[src/verilog/gfg_map.svh]
// Register offsets, reset values and field layouts of the two-port pin block
`ifndef GFG_MAP_SVH
`define GFG_MAP_SVH

// Byte offsets, one aligned 32-bit word each
`define GFG_OFS_PF_PIN 8'h00
`define GFG_OFS_PF_LAT 8'h04
`define GFG_OFS_PF_DIR 8'h08
`define GFG_OFS_PG_PIN 8'h0C
`define GFG_OFS_PG_LAT 8'h10
`define GFG_OFS_PG_DIR 8'h14
`define GFG_OFS_AN_LO 8'h18
`define GFG_OFS_AN_MID 8'h1C
`define GFG_OFS_AN_HI 8'h20
`define GFG_OFS_CMP_CTL 8'h24
`define GFG_OFS_CMP_STAT 8'h28
`define GFG_OFS_VREF 8'h2C
`define GFG_OFS_SEG2 8'h30
`define GFG_OFS_SEG3 8'h34
`define GFG_OFS_OD1 8'h38
`define GFG_OFS_OD2 8'h3C
`define GFG_OFS_LAST 8'h3C

// Implemented bits and reset values
`define GFG_PF_MASK 8'hFE
`define GFG_PG_MASK 8'h1F
`define GFG_RST_DIR_F 8'hFE
`define GFG_RST_DIR_G 8'h1F
`define GFG_RST_LAT 8'h00
`define GFG_RST_ANA 8'hFF
`define GFG_RST_ZERO 8'h00

// Control field positions
`define GFG_CMC_C1_ON 0
`define GFG_CMC_C2_ON 1
`define GFG_CMC_C3_ON 2
`define GFG_CMC_C1_OE 4
`define GFG_CMC_C2_OE 5
`define GFG_CMC_C3_OE 6
`define GFG_VREF_EN 7
`define GFG_VREF_OE 6
`define GFG_OD1_SER2 0
`define GFG_CMP_STAT_LSB 5

// Per-pin field layouts, first port bit 7 down to bit 0, second port bit 4 down to bit 0
`define GFG_F_SEG(s2, s3) {s3[1], s3[0], s2[7:3], 1'b0}
`define GFG_F_ANA(lo, mid) {lo[5], mid[3:0], lo[7:6], 1'b0}
`define GFG_G_SEG(s3) {s3[2], 4'h0}
`define GFG_G_ANA(hi) {hi[0], hi[1], hi[2], hi[3], 1'b0}
`define GFG_G_OD(o1, o2) {o2[2], o2[1], o1[0], o1[0], o2[0]}

`endif

[src/verilog/gfg_pkg.sv]
// Types shared by the two-port pin block
`default_nettype none
package gfg_pkg;
    // Every software-visible state bit of the block, registered as one word
    typedef struct packed {
        logic [7:0] f_lat;
        logic [7:0] f_dir;
        logic [7:0] g_lat;
        logic [7:0] g_dir;
        logic [7:0] an_lo;
        logic [7:0] an_mid;
        logic [7:0] an_hi;
        logic [7:0] cmp_ctl;
        logic [7:0] vref_ctl;
        logic [7:0] seg2;
        logic [7:0] seg3;
        logic [7:0] od1;
        logic [7:0] od2;
        logic [31:0] rdata;
    } gfg_state_t;
endpackage
`default_nettype wire

[src/verilog/gfg_apb_if.sv]
// APB decode for the pin block: zero wait states, error on unmapped words
`timescale 1ns/1ns
`default_nettype none
`include "gfg_map.svh"
module gfg_apb_if #(
    parameter int ADDR_W = 8
) (
    // APB request
    input wire logic psel,
    input wire logic penable,
    input wire logic pwrite,
    input wire logic [ADDR_W-1:0] paddr,
    // APB answer
    output logic pready,
    output logic pslverr,
    // Decoded access
    output logic wr_stb,
    output logic rd_setup,
    output logic [7:0] ofs
);
    // Known word: aligned, at or below the last offset, upper bits zero
    function automatic logic addr_hit(input logic [ADDR_W-1:0] a);
        return (a >> 8) == '0 && a[1:0] == 2'h0 && a[7:0] <= `GFG_OFS_LAST;
    endfunction

    if (ADDR_W < 8) begin : g_chk
        $error("gfg_apb_if: ADDR_W must be at least 8");
    end

    // Access phase always completes at once
    assign pready = 1'b1;
    assign pslverr = psel & penable & ~addr_hit(paddr);
    assign wr_stb = psel & penable & pwrite & addr_hit(paddr);
    assign rd_setup = psel & ~penable & ~pwrite;
    assign ofs = paddr[7:0];
endmodule
`default_nettype wire

[src/verilog/gfg_pin_cell.sv]
// One pin: arbitration between segment drive, analog use, peripherals and port data
`timescale 1ns/1ns
`default_nettype none
module gfg_pin_cell (
    // Pad side
    input wire logic pad_in,
    output logic pad_out,
    output logic pad_oe,
    // Port registers
    input wire logic lat,
    input wire logic dir,
    // Ownership controls
    input wire logic seg,
    input wire logic ana,
    input wire logic blk,
    // Peripheral output
    input wire logic ovr,
    input wire logic frc,
    input wire logic pval,
    input wire logic od,
    // Digital input seen by port read and peripherals
    output logic din
);
    logic own;
    logic per;
    logic val;

    // Segment or reference output takes the pin from everything else
    assign own = ~seg & ~blk;
    // Peripheral output: forced regardless of direction, or override when direction is output
    assign per = frc | (ovr & ~dir);
    assign val = per ? pval : lat;
    // Open drain only releases the pad for a high; it never drives one
    assign pad_oe = own & (per | ~dir) & ~(per & od & val);
    assign pad_out = own & val & ~(per & od);
    // Analog selection blanks digital input only; output path is untouched
    assign din = own & ~ana & pad_in;
endmodule
`default_nettype wire

[src/verilog/gfg_ports.sv]
// Two general-purpose ports with peripheral pin arbitration, registers on APB
//
// Local design decisions: the APB interface to the registers and the register offsets.
`timescale 1ns/1ns
`default_nettype none
`include "gfg_map.svh"

////////////////////////////////////////////////////////////////////////////////
// Contract
// - First port has pins 7..1; bit 0 of its registers reads zero.
// - Direction bit 0 drives the latch out; direction bit 1 makes an input.
// - After reset first-port pins are analog and read as zero.
// - An enabled segment owns its pin and blocks every other function.
// - Analog selection disables digital input; output latch path stays.
// - Enabled comparator 1 and 2 outputs override latch on pins 2 and 1.
// - Reference output on pin 5 disables its digital input and output.
// - Second port has pins 4..0; upper direction bits read zero.
// - Second port bit 5 reads master-clear pin when that function is off.
// - Peripherals may force a pin to output or input regardless of direction; here they only force output, and inputs follow the direction bit.
// - Peripheral overrides never change the stored direction bits.
// - Open drain for capture/compare and serial pins is set per function.
// - Active capture/compare drives when direction 0, captures when direction 1.
// - Second serial port transmit or sync data output overrides the latch.
// - Second-port analog channels default to analog after reset.
module gfg_ports #(
    parameter int ADDR_W = 8
) (
    // Clock and reset
    input wire logic pclk,
    input wire logic presetn,
    // APB slave
    input wire logic psel,
    input wire logic penable,
    input wire logic pwrite,
    input wire logic [ADDR_W-1:0] paddr,
    input wire logic [31:0] pwdata,
    output logic [31:0] prdata,
    output logic pready,
    output logic pslverr,
    // First port pads, bit 0 unused
    input wire logic [7:0] pf_in,
    output logic [7:0] pf_out,
    output logic [7:0] pf_oe,
    // Second port pads
    input wire logic [4:0] pg_in,
    output logic [4:0] pg_out,
    output logic [4:0] pg_oe,
    // Master-clear pin and its configuration strap
    input wire logic mclr_pin_in,
    input wire logic master_clear_pin_enable,
    // Comparator outputs, bit 0 is comparator one
    input wire logic [2:0] cmp_out,
    // Capture/compare units on second-port pins 0, 3, 4
    input wire logic [2:0] ccp_act,
    input wire logic [2:0] ccp_out,
    output logic [2:0] ccp_cap_in,
    // Second serial port
    input wire logic serial_two_transmit_en,
    input wire logic serial_two_transmit,
    input wire logic serial_two_sync_data_en,
    input wire logic serial_two_sync_data,
    output logic serial_two_rx_in,
    output logic serial_two_clk_in,
    // Clock/calendar output and timer inputs on second-port pin 4
    input wire logic rtcc_out_en,
    input wire logic rtcc_out,
    output logic timer_clk_in,
    output logic timer_gate_in,
    // Slave select input on first-port pin 7
    output logic slave_select_in
);

    ////////////////////////////////////////////////////////////////////////////
    // Bus decode

    logic wr_stb;
    logic rd_setup;
    logic [7:0] ofs;

    gfg_apb_if #(
        .ADDR_W(ADDR_W)
    ) u_apb (
        .psel(psel),
        .penable(penable),
        .pwrite(pwrite),
        .paddr(paddr),
        .pready(pready),
        .pslverr(pslverr),
        .wr_stb(wr_stb),
        .rd_setup(rd_setup),
        .ofs(ofs)
    );

    ////////////////////////////////////////////////////////////////////////////
    // Per-pin control vectors

    gfg_pkg::gfg_state_t r_reg;
    gfg_pkg::gfg_state_t r_next;
    logic [7:0] f_seg, f_ana, f_blk, f_cin, f_ovr, f_pval, f_din;
    logic [4:0] g_seg, g_ana, g_cin, g_ovr, g_frc, g_pval, g_od, g_din;
    logic c1_on, c2_on, c3_on;
    logic vref_drive;
    logic mclr_rd;

    assign c1_on = r_reg.cmp_ctl[`GFG_CMC_C1_ON];
    assign c2_on = r_reg.cmp_ctl[`GFG_CMC_C2_ON];
    assign c3_on = r_reg.cmp_ctl[`GFG_CMC_C3_ON];
    // Reference only reaches the pin when both enable and output enable are set
    assign vref_drive = r_reg.vref_ctl[`GFG_VREF_EN] & r_reg.vref_ctl[`GFG_VREF_OE];

    // First port: segments, analog selects, reference block
    assign f_seg = `GFG_F_SEG(r_reg.seg2, r_reg.seg3);
    assign f_ana = `GFG_F_ANA(r_reg.an_lo, r_reg.an_mid);
    assign f_blk = {2'h0, vref_drive, 5'h00};
    // A running comparator holds its input pins analog, so digital reads stay zero
    assign f_cin = {1'b0, c1_on, c1_on, c2_on, c2_on, 3'h0};
    // Comparator outputs: two on pin 1, one on pin 2
    assign f_ovr = {5'h00, c1_on & r_reg.cmp_ctl[`GFG_CMC_C1_OE],
                    c2_on & r_reg.cmp_ctl[`GFG_CMC_C2_OE], 1'b0};
    assign f_pval = {5'h00, cmp_out[0], cmp_out[1], 1'b0};

    // Second port: segment on pin 4, analog channels on pins 4..1
    assign g_seg = `GFG_G_SEG(r_reg.seg3);
    assign g_ana = `GFG_G_ANA(r_reg.an_hi);
    assign g_cin = {c3_on, c3_on, c3_on, 2'h0};
    // Capture/compare overrides only while the pin is an output
    assign g_ovr = {ccp_act[2], ccp_act[1], 2'h0, ccp_act[0]};
    // Serial outputs and clock/calendar output ignore the direction bit
    assign g_frc = {rtcc_out_en, 1'b0, serial_two_sync_data_en,
                    serial_two_transmit_en | (c3_on & r_reg.cmp_ctl[`GFG_CMC_C3_OE]), 1'b0};
    // Transmit wins over comparator three on pin 1
    assign g_pval = {ccp_act[2] & ~rtcc_out_en ? ccp_out[2] : rtcc_out, ccp_out[1], serial_two_sync_data,
                     serial_two_transmit_en ? serial_two_transmit : cmp_out[2], ccp_out[0]};
    assign g_od = `GFG_G_OD(r_reg.od1, r_reg.od2);

    ////////////////////////////////////////////////////////////////////////////
    // Pin cells

    // First port, pins 7..1; pad 0 is never driven
    for (genvar i = 1; i < 8; i++) begin : g_pf
        gfg_pin_cell u_cell (
            .pad_in(pf_in[i]),
            .pad_out(pf_out[i]),
            .pad_oe(pf_oe[i]),
            .lat(r_reg.f_lat[i]),
            .dir(r_reg.f_dir[i]),
            .seg(f_seg[i]),
            .ana(f_ana[i] | f_cin[i]),
            .blk(f_blk[i]),
            .ovr(f_ovr[i]),
            .frc(1'b0),
            .pval(f_pval[i]),
            .od(1'b0),
            .din(f_din[i])
        );
    end
    assign pf_out[0] = 1'b0;
    assign pf_oe[0] = 1'b0;
    assign f_din[0] = 1'b0;

    // Second port, pins 4..0
    for (genvar i = 0; i < 5; i++) begin : g_pg
        gfg_pin_cell u_cell (
            .pad_in(pg_in[i]),
            .pad_out(pg_out[i]),
            .pad_oe(pg_oe[i]),
            .lat(r_reg.g_lat[i]),
            .dir(r_reg.g_dir[i]),
            .seg(g_seg[i]),
            .ana(g_ana[i] | g_cin[i]),
            .blk(1'b0),
            .ovr(g_ovr[i]),
            .frc(g_frc[i]),
            .pval(g_pval[i]),
            .od(g_od[i]),
            .din(g_din[i])
        );
    end

    // Peripheral inputs share the digital input path of their pin
    assign ccp_cap_in = {g_din[4], g_din[3], g_din[0]};
    // Sync reception relies on software leaving pin 2 an input
    assign serial_two_rx_in = g_din[2];
    assign serial_two_clk_in = g_din[1];
    assign timer_clk_in = g_din[4];
    assign timer_gate_in = g_din[4];
    assign slave_select_in = f_din[7];
    // Master-clear pin only reads as port data while its reset role is off
    assign mclr_rd = ~master_clear_pin_enable & mclr_pin_in;

    ////////////////////////////////////////////////////////////////////////////
    // Register next state

    logic [7:0] rd_byte;

    always_comb begin
        r_next = r_reg;
        // Read data for the word addressed in the setup phase
        case (ofs)
            `GFG_OFS_PF_PIN: rd_byte = f_din & `GFG_PF_MASK;
            `GFG_OFS_PF_LAT: rd_byte = r_reg.f_lat;
            `GFG_OFS_PF_DIR: rd_byte = r_reg.f_dir;
            `GFG_OFS_PG_PIN: rd_byte = {2'h0, mclr_rd, g_din};
            `GFG_OFS_PG_LAT: rd_byte = r_reg.g_lat;
            `GFG_OFS_PG_DIR: rd_byte = r_reg.g_dir;
            `GFG_OFS_AN_LO: rd_byte = r_reg.an_lo;
            `GFG_OFS_AN_MID: rd_byte = r_reg.an_mid;
            `GFG_OFS_AN_HI: rd_byte = r_reg.an_hi;
            `GFG_OFS_CMP_CTL: rd_byte = r_reg.cmp_ctl;
            `GFG_OFS_CMP_STAT: rd_byte = {cmp_out, 5'h00};
            `GFG_OFS_VREF: rd_byte = r_reg.vref_ctl;
            `GFG_OFS_SEG2: rd_byte = r_reg.seg2;
            `GFG_OFS_SEG3: rd_byte = r_reg.seg3;
            `GFG_OFS_OD1: rd_byte = r_reg.od1;
            `GFG_OFS_OD2: rd_byte = r_reg.od2;
            default: rd_byte = 8'h00;
        endcase
        // Capture at setup so prdata comes straight from a flop in the access phase
        if (rd_setup) begin
            r_next.rdata = {24'h000000, rd_byte};
        end
        // Writes land at the access edge; unimplemented bits of the port latch and direction registers are cut away
        if (wr_stb) begin
            case (ofs)
                `GFG_OFS_PF_PIN, `GFG_OFS_PF_LAT: r_next.f_lat = pwdata[7:0] & `GFG_PF_MASK;
                `GFG_OFS_PF_DIR: r_next.f_dir = pwdata[7:0] & `GFG_PF_MASK;
                `GFG_OFS_PG_PIN, `GFG_OFS_PG_LAT: r_next.g_lat = pwdata[7:0] & `GFG_PG_MASK;
                `GFG_OFS_PG_DIR: r_next.g_dir = pwdata[7:0] & `GFG_PG_MASK;
                `GFG_OFS_AN_LO: r_next.an_lo = pwdata[7:0];
                `GFG_OFS_AN_MID: r_next.an_mid = pwdata[7:0];
                `GFG_OFS_AN_HI: r_next.an_hi = pwdata[7:0];
                `GFG_OFS_CMP_CTL: r_next.cmp_ctl = pwdata[7:0];
                `GFG_OFS_VREF: r_next.vref_ctl = pwdata[7:0];
                `GFG_OFS_SEG2: r_next.seg2 = pwdata[7:0];
                `GFG_OFS_SEG3: r_next.seg3 = pwdata[7:0];
                `GFG_OFS_OD1: r_next.od1 = pwdata[7:0];
                `GFG_OFS_OD2: r_next.od2 = pwdata[7:0];
                default: r_next.rdata = r_reg.rdata;
            endcase
        end
    end

    ////////////////////////////////////////////////////////////////////////////
    // State register

    // Pins come up as analog inputs, second-port pin 0 as a digital input; latches cleared, direction all inputs
    always_ff @(posedge pclk or negedge presetn) begin
        if (!presetn) begin
            r_reg.f_lat <= `GFG_RST_LAT;
            r_reg.f_dir <= `GFG_RST_DIR_F;
            r_reg.g_lat <= `GFG_RST_LAT;
            r_reg.g_dir <= `GFG_RST_DIR_G;
            r_reg.an_lo <= `GFG_RST_ANA;
            r_reg.an_mid <= `GFG_RST_ANA;
            r_reg.an_hi <= `GFG_RST_ANA;
            r_reg.cmp_ctl <= `GFG_RST_ZERO;
            r_reg.vref_ctl <= `GFG_RST_ZERO;
            r_reg.seg2 <= `GFG_RST_ZERO;
            r_reg.seg3 <= `GFG_RST_ZERO;
            r_reg.od1 <= `GFG_RST_ZERO;
            r_reg.od2 <= `GFG_RST_ZERO;
            r_reg.rdata <= 32'h00000000;
        end else begin
            r_reg <= r_next;
        end
    end

    assign prdata = r_reg.rdata;
endmodule
`default_nettype wire
[config.mk]
export PLATFORM = sky130hd
export DESIGN_NAME = gfg_ports
export DESIGN_NICKNAME = d
export VERILOG_FILES = /design/src/verilog/gfg_pkg.sv /design/src/verilog/gfg_apb_if.sv /design/src/verilog/gfg_pin_cell.sv /design/src/verilog/gfg_ports.sv
export VERILOG_INCLUDE_DIRS = /design/src /design/src/verilog
export SDC_FILE = /design/constraint.sdc
export NUM_CORES = 1
export LEC_CHECK = 0
export BUFFER_PORTS_ARGS = -buffer_cell sky130_fd_sc_hd__buf_2
export CORE_UTILIZATION = 57
export CTS_BUF_LIST = sky130_fd_sc_hd__clkbuf_2
export DETAILED_ROUTE_END_ITERATION = 10
export PLACE_DENSITY = 0.83
export SLEW_MARGIN = 5
export SYNTH_ARGS = -nofsm -noshare
export SYNTH_HDL_FRONTEND = slang
export SYNTH_HIERARCHICAL = 1
export SYNTH_SLANG_ARGS = --single-unit
[constraint.sdc]
create_clock -name pclk -period 1.98 [get_ports pclk]
set_input_delay 0.297 -clock pclk [delete_from_list [all_inputs] [get_ports pclk]]
set_output_delay 0.297 -clock pclk [all_outputs]
set_load 0.1 [all_outputs]
**Yosys cells after proc, flatten, opt, wreduce, memory -nomap -nowiden**

Cells that the tools add are included.

- Bits in registers: 128
- Input bits: 75

- Magnitude comparators: 1
- Eq/ne operators: 16
- Muxes and demuxes: 13
- Bitwise operators: 136
- Reductions and logical operators: 19

Operator list:

| operator | number |
|---|---|
| one-hot mux 8 bit (16 select lines) | 1 |
| 2-to-1 mux 32 bit | 3 |
| bitwise AND 1 bit | 73 |
| == test 8 x 6 -> 1 bit, second input constant | 8 |
| inverter 1 bit | 47 |
| == test 8 x 5 -> 1 bit, second input constant | 4 |
| AND reduction 2 bit | 13 |
| == test 8 x 4 -> 1 bit, second input constant | 2 |
| OR 1 bit | 16 |
| OR reduction 15 bit | 1 |
| 2-to-1 mux 1 bit | 9 |
| == test 8 x 3 -> 1 bit, second input constant | 1 |
| <= comparator 8 x 6 -> 1 bit, second input constant | 1 |
| logical NOT 8 bit | 1 |
| OR reduction 2 bit | 2 |
| logical NOT 2 bit | 1 |
| inequality test 2 bit, second input constant | 1 |
| logical AND 1 bit | 1 |

**Logic depth before layout (Yosys ltp)**

- Word-level depth: 9
- Gate-level depth with buffers: 8
- Depth with buffers taken out: 7

**Hierarchy**

Netlist, hierarchy kept.

By module, submodules not included:

| module | times used | cells an instance | area each (um^2) | sequential area each (um^2) |
|---|---|---|---|---|
| gfg_ports | 1 | 440 | 5542.8 | 2647.5 |
| gfg_pin_cell | 12 | 9 | 62.6 | 0.0 |
| gfg_apb_if | 1 | 15 | 107.6 | 0.0 |

**Least setup slack after synthesis**

OpenSTA, ideal clock, no wires.

- Path type: reg-to-output
- From: register r_reg (netlist bit c3_on)
- To: output ccp_cap_in[2]
- Data arrival time: 4.661 ns
- Required time: 1.683 ns
- Setup slack: -2.978 ns
- Cell stages (with the launch flop): 4
- Buffers on the path: 1
- Cells stage by stage: dfrtp_1 > or2_2 > nor4b_1 > buf_4

- Longest elaborated chain between the ends: 4

Ends and longest elaborated chain:

| what | RTL line | RTL |
|---|---|---|
| start, declared | gfg_ports.sv:97 | `gfg_pkg::gfg_state_t r_reg;` |
| start signal, assigned | gfg_ports.sv:264 | `r_reg <= r_next;` |
| OR 1 bit | gfg_ports.sv:170 | `.ana(g_ana[i] \| g_cin[i]),` |
| inverter 1 bit | gfg_pin_cell.sv:37 | `assign din = own & ~ana & pad_in;` |
| bitwise AND 1 bit (2 in a row) | gfg_pin_cell.sv:37 |  |
| end, declared | gfg_ports.sv:56 | `output logic [2:0] ccp_cap_in,` |

No other way between the ends.

**Final worst setup path**

- From: register r_reg (netlist bit c3_on)
- To: output pg_out[1]

- Longest elaborated chain between the ends: 5
- Elaborated cells on any way between the ends: 6

Ends and longest elaborated chain:

| what | RTL line | RTL |
|---|---|---|
| bitwise AND 1 bit * | gfg_ports.sv:130 | `` serial_two_transmit_en \| (c3_on & r_reg.cmp_ctl[`GFG_CMC_C3_OE]), 1'b0}; `` |
| OR 1 bit * | gfg_ports.sv:130 |  |
| named net g_frc[1] | gfg_ports.sv:100 | `logic [4:0] g_seg, g_ana, g_cin, g_ovr, g_frc, g_pval, g_od, g_din;` |
| bitwise AND 1 bit | gfg_pin_cell.sv:35 | `assign pad_out = own & val & ~(per & od);` |
| inverter 1 bit | gfg_pin_cell.sv:35 |  |
| bitwise AND 1 bit * | gfg_pin_cell.sv:35 |  |
| end, declared | gfg_ports.sv:46 | `output logic [4:0] pg_out,` |

The timed path passes the listed nets; every way through them passes the cells marked *.

==> key figures <==
Pwr
  – Net switching component of the power: 1.60 mW
  – Ratio of total power to cell area: 514 mW/mm2
  – Internal power component: 3.04 mW
  – Power share of the combinational group: 0.258
  – Total power of the final layout: between 4 and 5 mW
  – Sequential power share: 0.462
  – Highest ir drop seen on vdd: approximately 0.00046 V
  – Clock share of power: 0.280
  – Net switching fraction of the power: 0.345
  – Static power due to leakage: roughly 4.3 nW

Logic synthesis
  – Most used flip-flop cell after synthesis: dfrtp_1
  – Cell count after synthesis: between 500 and 600
  – Average instance area after synthesis: 11.4 um2
  – Compound-cell area share of the yosys netlist: 0.116
  – Count of distinct cell types in the synthesized netlist: between 50 and 60
  – Post-synthesis share of cell area spent on and, or, nand and nor gates: 0.131
  – Post-Syn Area: 0.00640 mm2
  – Mux contribution to synthesized area: 0.255
  – Post-synthesis register bit count: 104
  – Combinational family with the most area after synthesis: multiplexers
  – Yosys warning total: 6
  – Proportion of synthesized chip area in sequential cells: 0.414
  – Fraction of the mapped netlist area in adder cells: 0
  – Ys async rst share: 1.00
  – XOR/XNOR share of the synthesized area: 0
  – Number of enable-type register cells in the synthesized netlist: 0

Finish
  – Number of diodes added for antenna fixing: 0
  – Number of flip-flops in the largest register: 70
  – Fillcell total: 609
  – Area taken by multi-input logic gates: roughly 0.0041 mm2
  – Synthesis-to-layout area growth: 41.2%
  – Final #Nets: 924
  – Flip-flop and latch area: 0.00266 mm2
  – Layout cell share with drive strength beyond 1: 0.560
  – Finished Layout Cells: 994

Setup path
  – Buf+Inv Stages, Crit Path: 2
  – Worst stage delay on the critical path: 0.52 ns
  – Crit path capture type: primary output
  – Top delay family on crit path: flip-flops
  – CP Launch Type: flop
  – Slowest cell on crit path: dfrtp_2
  – Critical path data required time: 1.68 ns
  – Ordered list of cells on the worst path: buf_6 -> a21o_1 -> a21oi_2 -> mux2i_4 -> buf_12
  – Maximum fanout count along the critical path: 4
  – Critical path data arrival time: 2.13 ns
  – Category of the critical setup timing path: flop to primary output

Drt
  – DRT antenna net count: 0
  – Detailed Route Iter0 Violations: 435
  – Total via count after detailed routing: around 5700
  – Wirelength, routed: approximately 21 mm
  – Vias per cell: between 5 and 6
  – Post-route DRC: 0
  – Detailed-router iteration count before antenna repair: 5
  – Detailed-route wire length per cell: about 21 um

GRT
  – Grt ovf: 0
  – Largest net degree at the start of global routing: 49
  – Combined global-route utilization of all metal layers: 0.376
  – Antenna violations before repair: 0
  – Global-route wire length before repair: 31.9 mm
  – Vias in the first global route: roughly 6000

Timing
  – Actual transition at the worst max-transition pin: around 0.55 ns
  – Share of the clock period used by the worst path after layout: 1.22
  – Unrepaired setup endpoints after global routing: yes
  – Number of hold violations in the final report: 0
  – Highest clock rate: roughly 0.41 GHz
  – Number of setup violations in the final report: 30
  – Max-slew violation count: 0
  – Worst hold slack across all endpoints: between 0.05 and 0.06 ns
  – Layout Skew: 0.0233 ns
  – Final critical-path setup slack: -0.444 ns
  – Rel. slew slack: 0.633
  – Final Critical Period: 2.42 ns

Place
  – Placed insts: about 940
  – HPWL Detailed: 15.6 mm
  – Setup Slack @ Placement: -0.218 ns
  – PortBufs: 90
  – Placer's final routability congestion estimate: 0.966

Job
  – # Max-Cap Violations: 0

Clocking
  – Clock network latency to the later pin of the worst-skew pair: around 0.63 ns
  – Sink count of the clock tree: 104
  – Number of H-tree branching levels: 3
  – CTS root buffer: clkbuf_2
  – Largest buffer count on any clock path: 2
  – CTS clk-pin slew, worst paths: 0.29 ns
  – Clock buffers created by TritonCTS: 9
  – Clock tree from TritonCTS: done

Worst hold path
  – Path type of the worst min-delay path: input pin to flop

Run status
  – Violated checks: setup timing
  – Status: finished with violations

Floorplanning
  – I/O pin cnt: 143
  – Starting density of the core: 0.588
  – Horiz. Die Dim: 108 um
  – Std-Cell Core Area: 0.0109 mm2
  – Die height: between 100 and 150 um
  – Cell row count: 38
  – Area of the die: around 0.012 mm2
cell type report:
| type | instances | area share |
|---|---|---|
| tap | 140 | 0.0194 |
| sequential | 104 | 0.294 |
| clock buffer | 10 | 0.00554 |
| timing repair buffer | 228 | 0.213 |
| inverter | 14 | 0.00581 |
| multi-input combinational | 492 | 0.450 |
| clock inverter | 6 | 0.0119 |
cells in the final DEF (no fill, tap or decap), types with 11 or more instances in the layout:
cell type,count
buf_4,128
conb_1,123
mux2_2,109
dfrtp_1,62
buf_2,58
dfstp_2,36
nand2_1,25
buf_12,23
a22oi_1,17
nand3_1,16
buf_6,16
nand3b_1,14
o211ai_1,12
o211a_1,12
a21oi_1,11
logic make-up after synthesis:
logic type	Yosys count
AOI/OAI and AO/OA	99
muxes	143
DFF	104
other	2
buffers and inverters	88
and+or+nand+nor	127
metal layers:
metal	vias to the layer above	routed length, um	part of all wire	track usage
met4	0	911	0.043	0.205
met3	69	1640	0.078	0.0567
met1	2809	8230	0.39	0.485
met2	328	10200	0.49	0.608
met5	-	0	0	0
li1	2517	-	-	-
power groups by stage:
stage               clock [mW]  sequential [mW]  combinational, mW
finish                    1.30             2.15               1.20
global route              1.38             2.15               1.25
CTS                       1.30             2.15               1.17
detailed placement           0             2.18               1.11
global placement             0             2.18               1.10
floorplan                    0             2.18              0.838
worst paths after layout:
path / start / to / slack (ns) / cells after the start
worst min register to register: prdata[7] / prdata[7] / 0.53 / 1
worst max-delay path: c3_on / pg_out[1] / -0.44 / 5
worst min-delay path: pwdata[0] / r_reg[112] / 0.05 / 2
min in group asynchronous: presetn / r_reg[45] / 0.08 / 2
worst max register to register: c3_on / prdata[3] / -0.12 / 8
max in group asynchronous: presetn / r_reg[96] / 1.20 / 3
through the flow:
step	area [um2]	util	setup TNS [ns]
floorplan	7100	-	-1.76
global placement	8310	0.763	-1.56
detailed placement	8310	0.763	-3.03
CTS	8940	0.822	-6.14
global route	9040	0.830	-7.98
finish	9040	0.830	-5.52
cells in the mapped netlist, types with 7 or more instances:
| library cell | instances | share of area |
|---|---|---|
| a21oi_1 | 17 | 0.013 |
| a22oi_1 | 19 | 0.022 |
| buf_2 | 15 | 0.012 |
| buf_4 | 47 | 0.055 |
| clkbuf_1 | 11 | 0.0065 |
| dfrtp_1 | 68 | 0.27 |
| dfstp_2 | 36 | 0.15 |
| inv_1 | 14 | 0.0082 |
| mux2_2 | 112 | 0.20 |
| mux2i_1 | 22 | 0.034 |
| nand2_1 | 28 | 0.016 |
| nand3_1 | 19 | 0.015 |
| nand3b_1 | 14 | 0.016 |
| nor2_2 | 12 | 0.012 |
| nor4b_1 | 13 | 0.018 |
| o211a_1 | 12 | 0.019 |
| o211ai_1 | 12 | 0.014 |
| o22ai_1 | 7 | 0.0068 |
| or2_2 | 7 | 0.0068 |
worst register-to-register path: cells and delay by family, from the launching register on:
family          cells  cell delay [ns]
simple gates        2             0.62
flops               1             0.52
compound gates      3             0.45
mux                 2             0.31
buf+inv             1             0.16
repair_timing:
item	4_1_cts	5_1_grt
endpoints found under the hold margin	79	0
setup endpoints to repair	34	36
pin swaps	24	17
hold buffers	2	0
gates resized for setup	72	16
setup buffers	30	7
(Power assumes the default switching activity.)
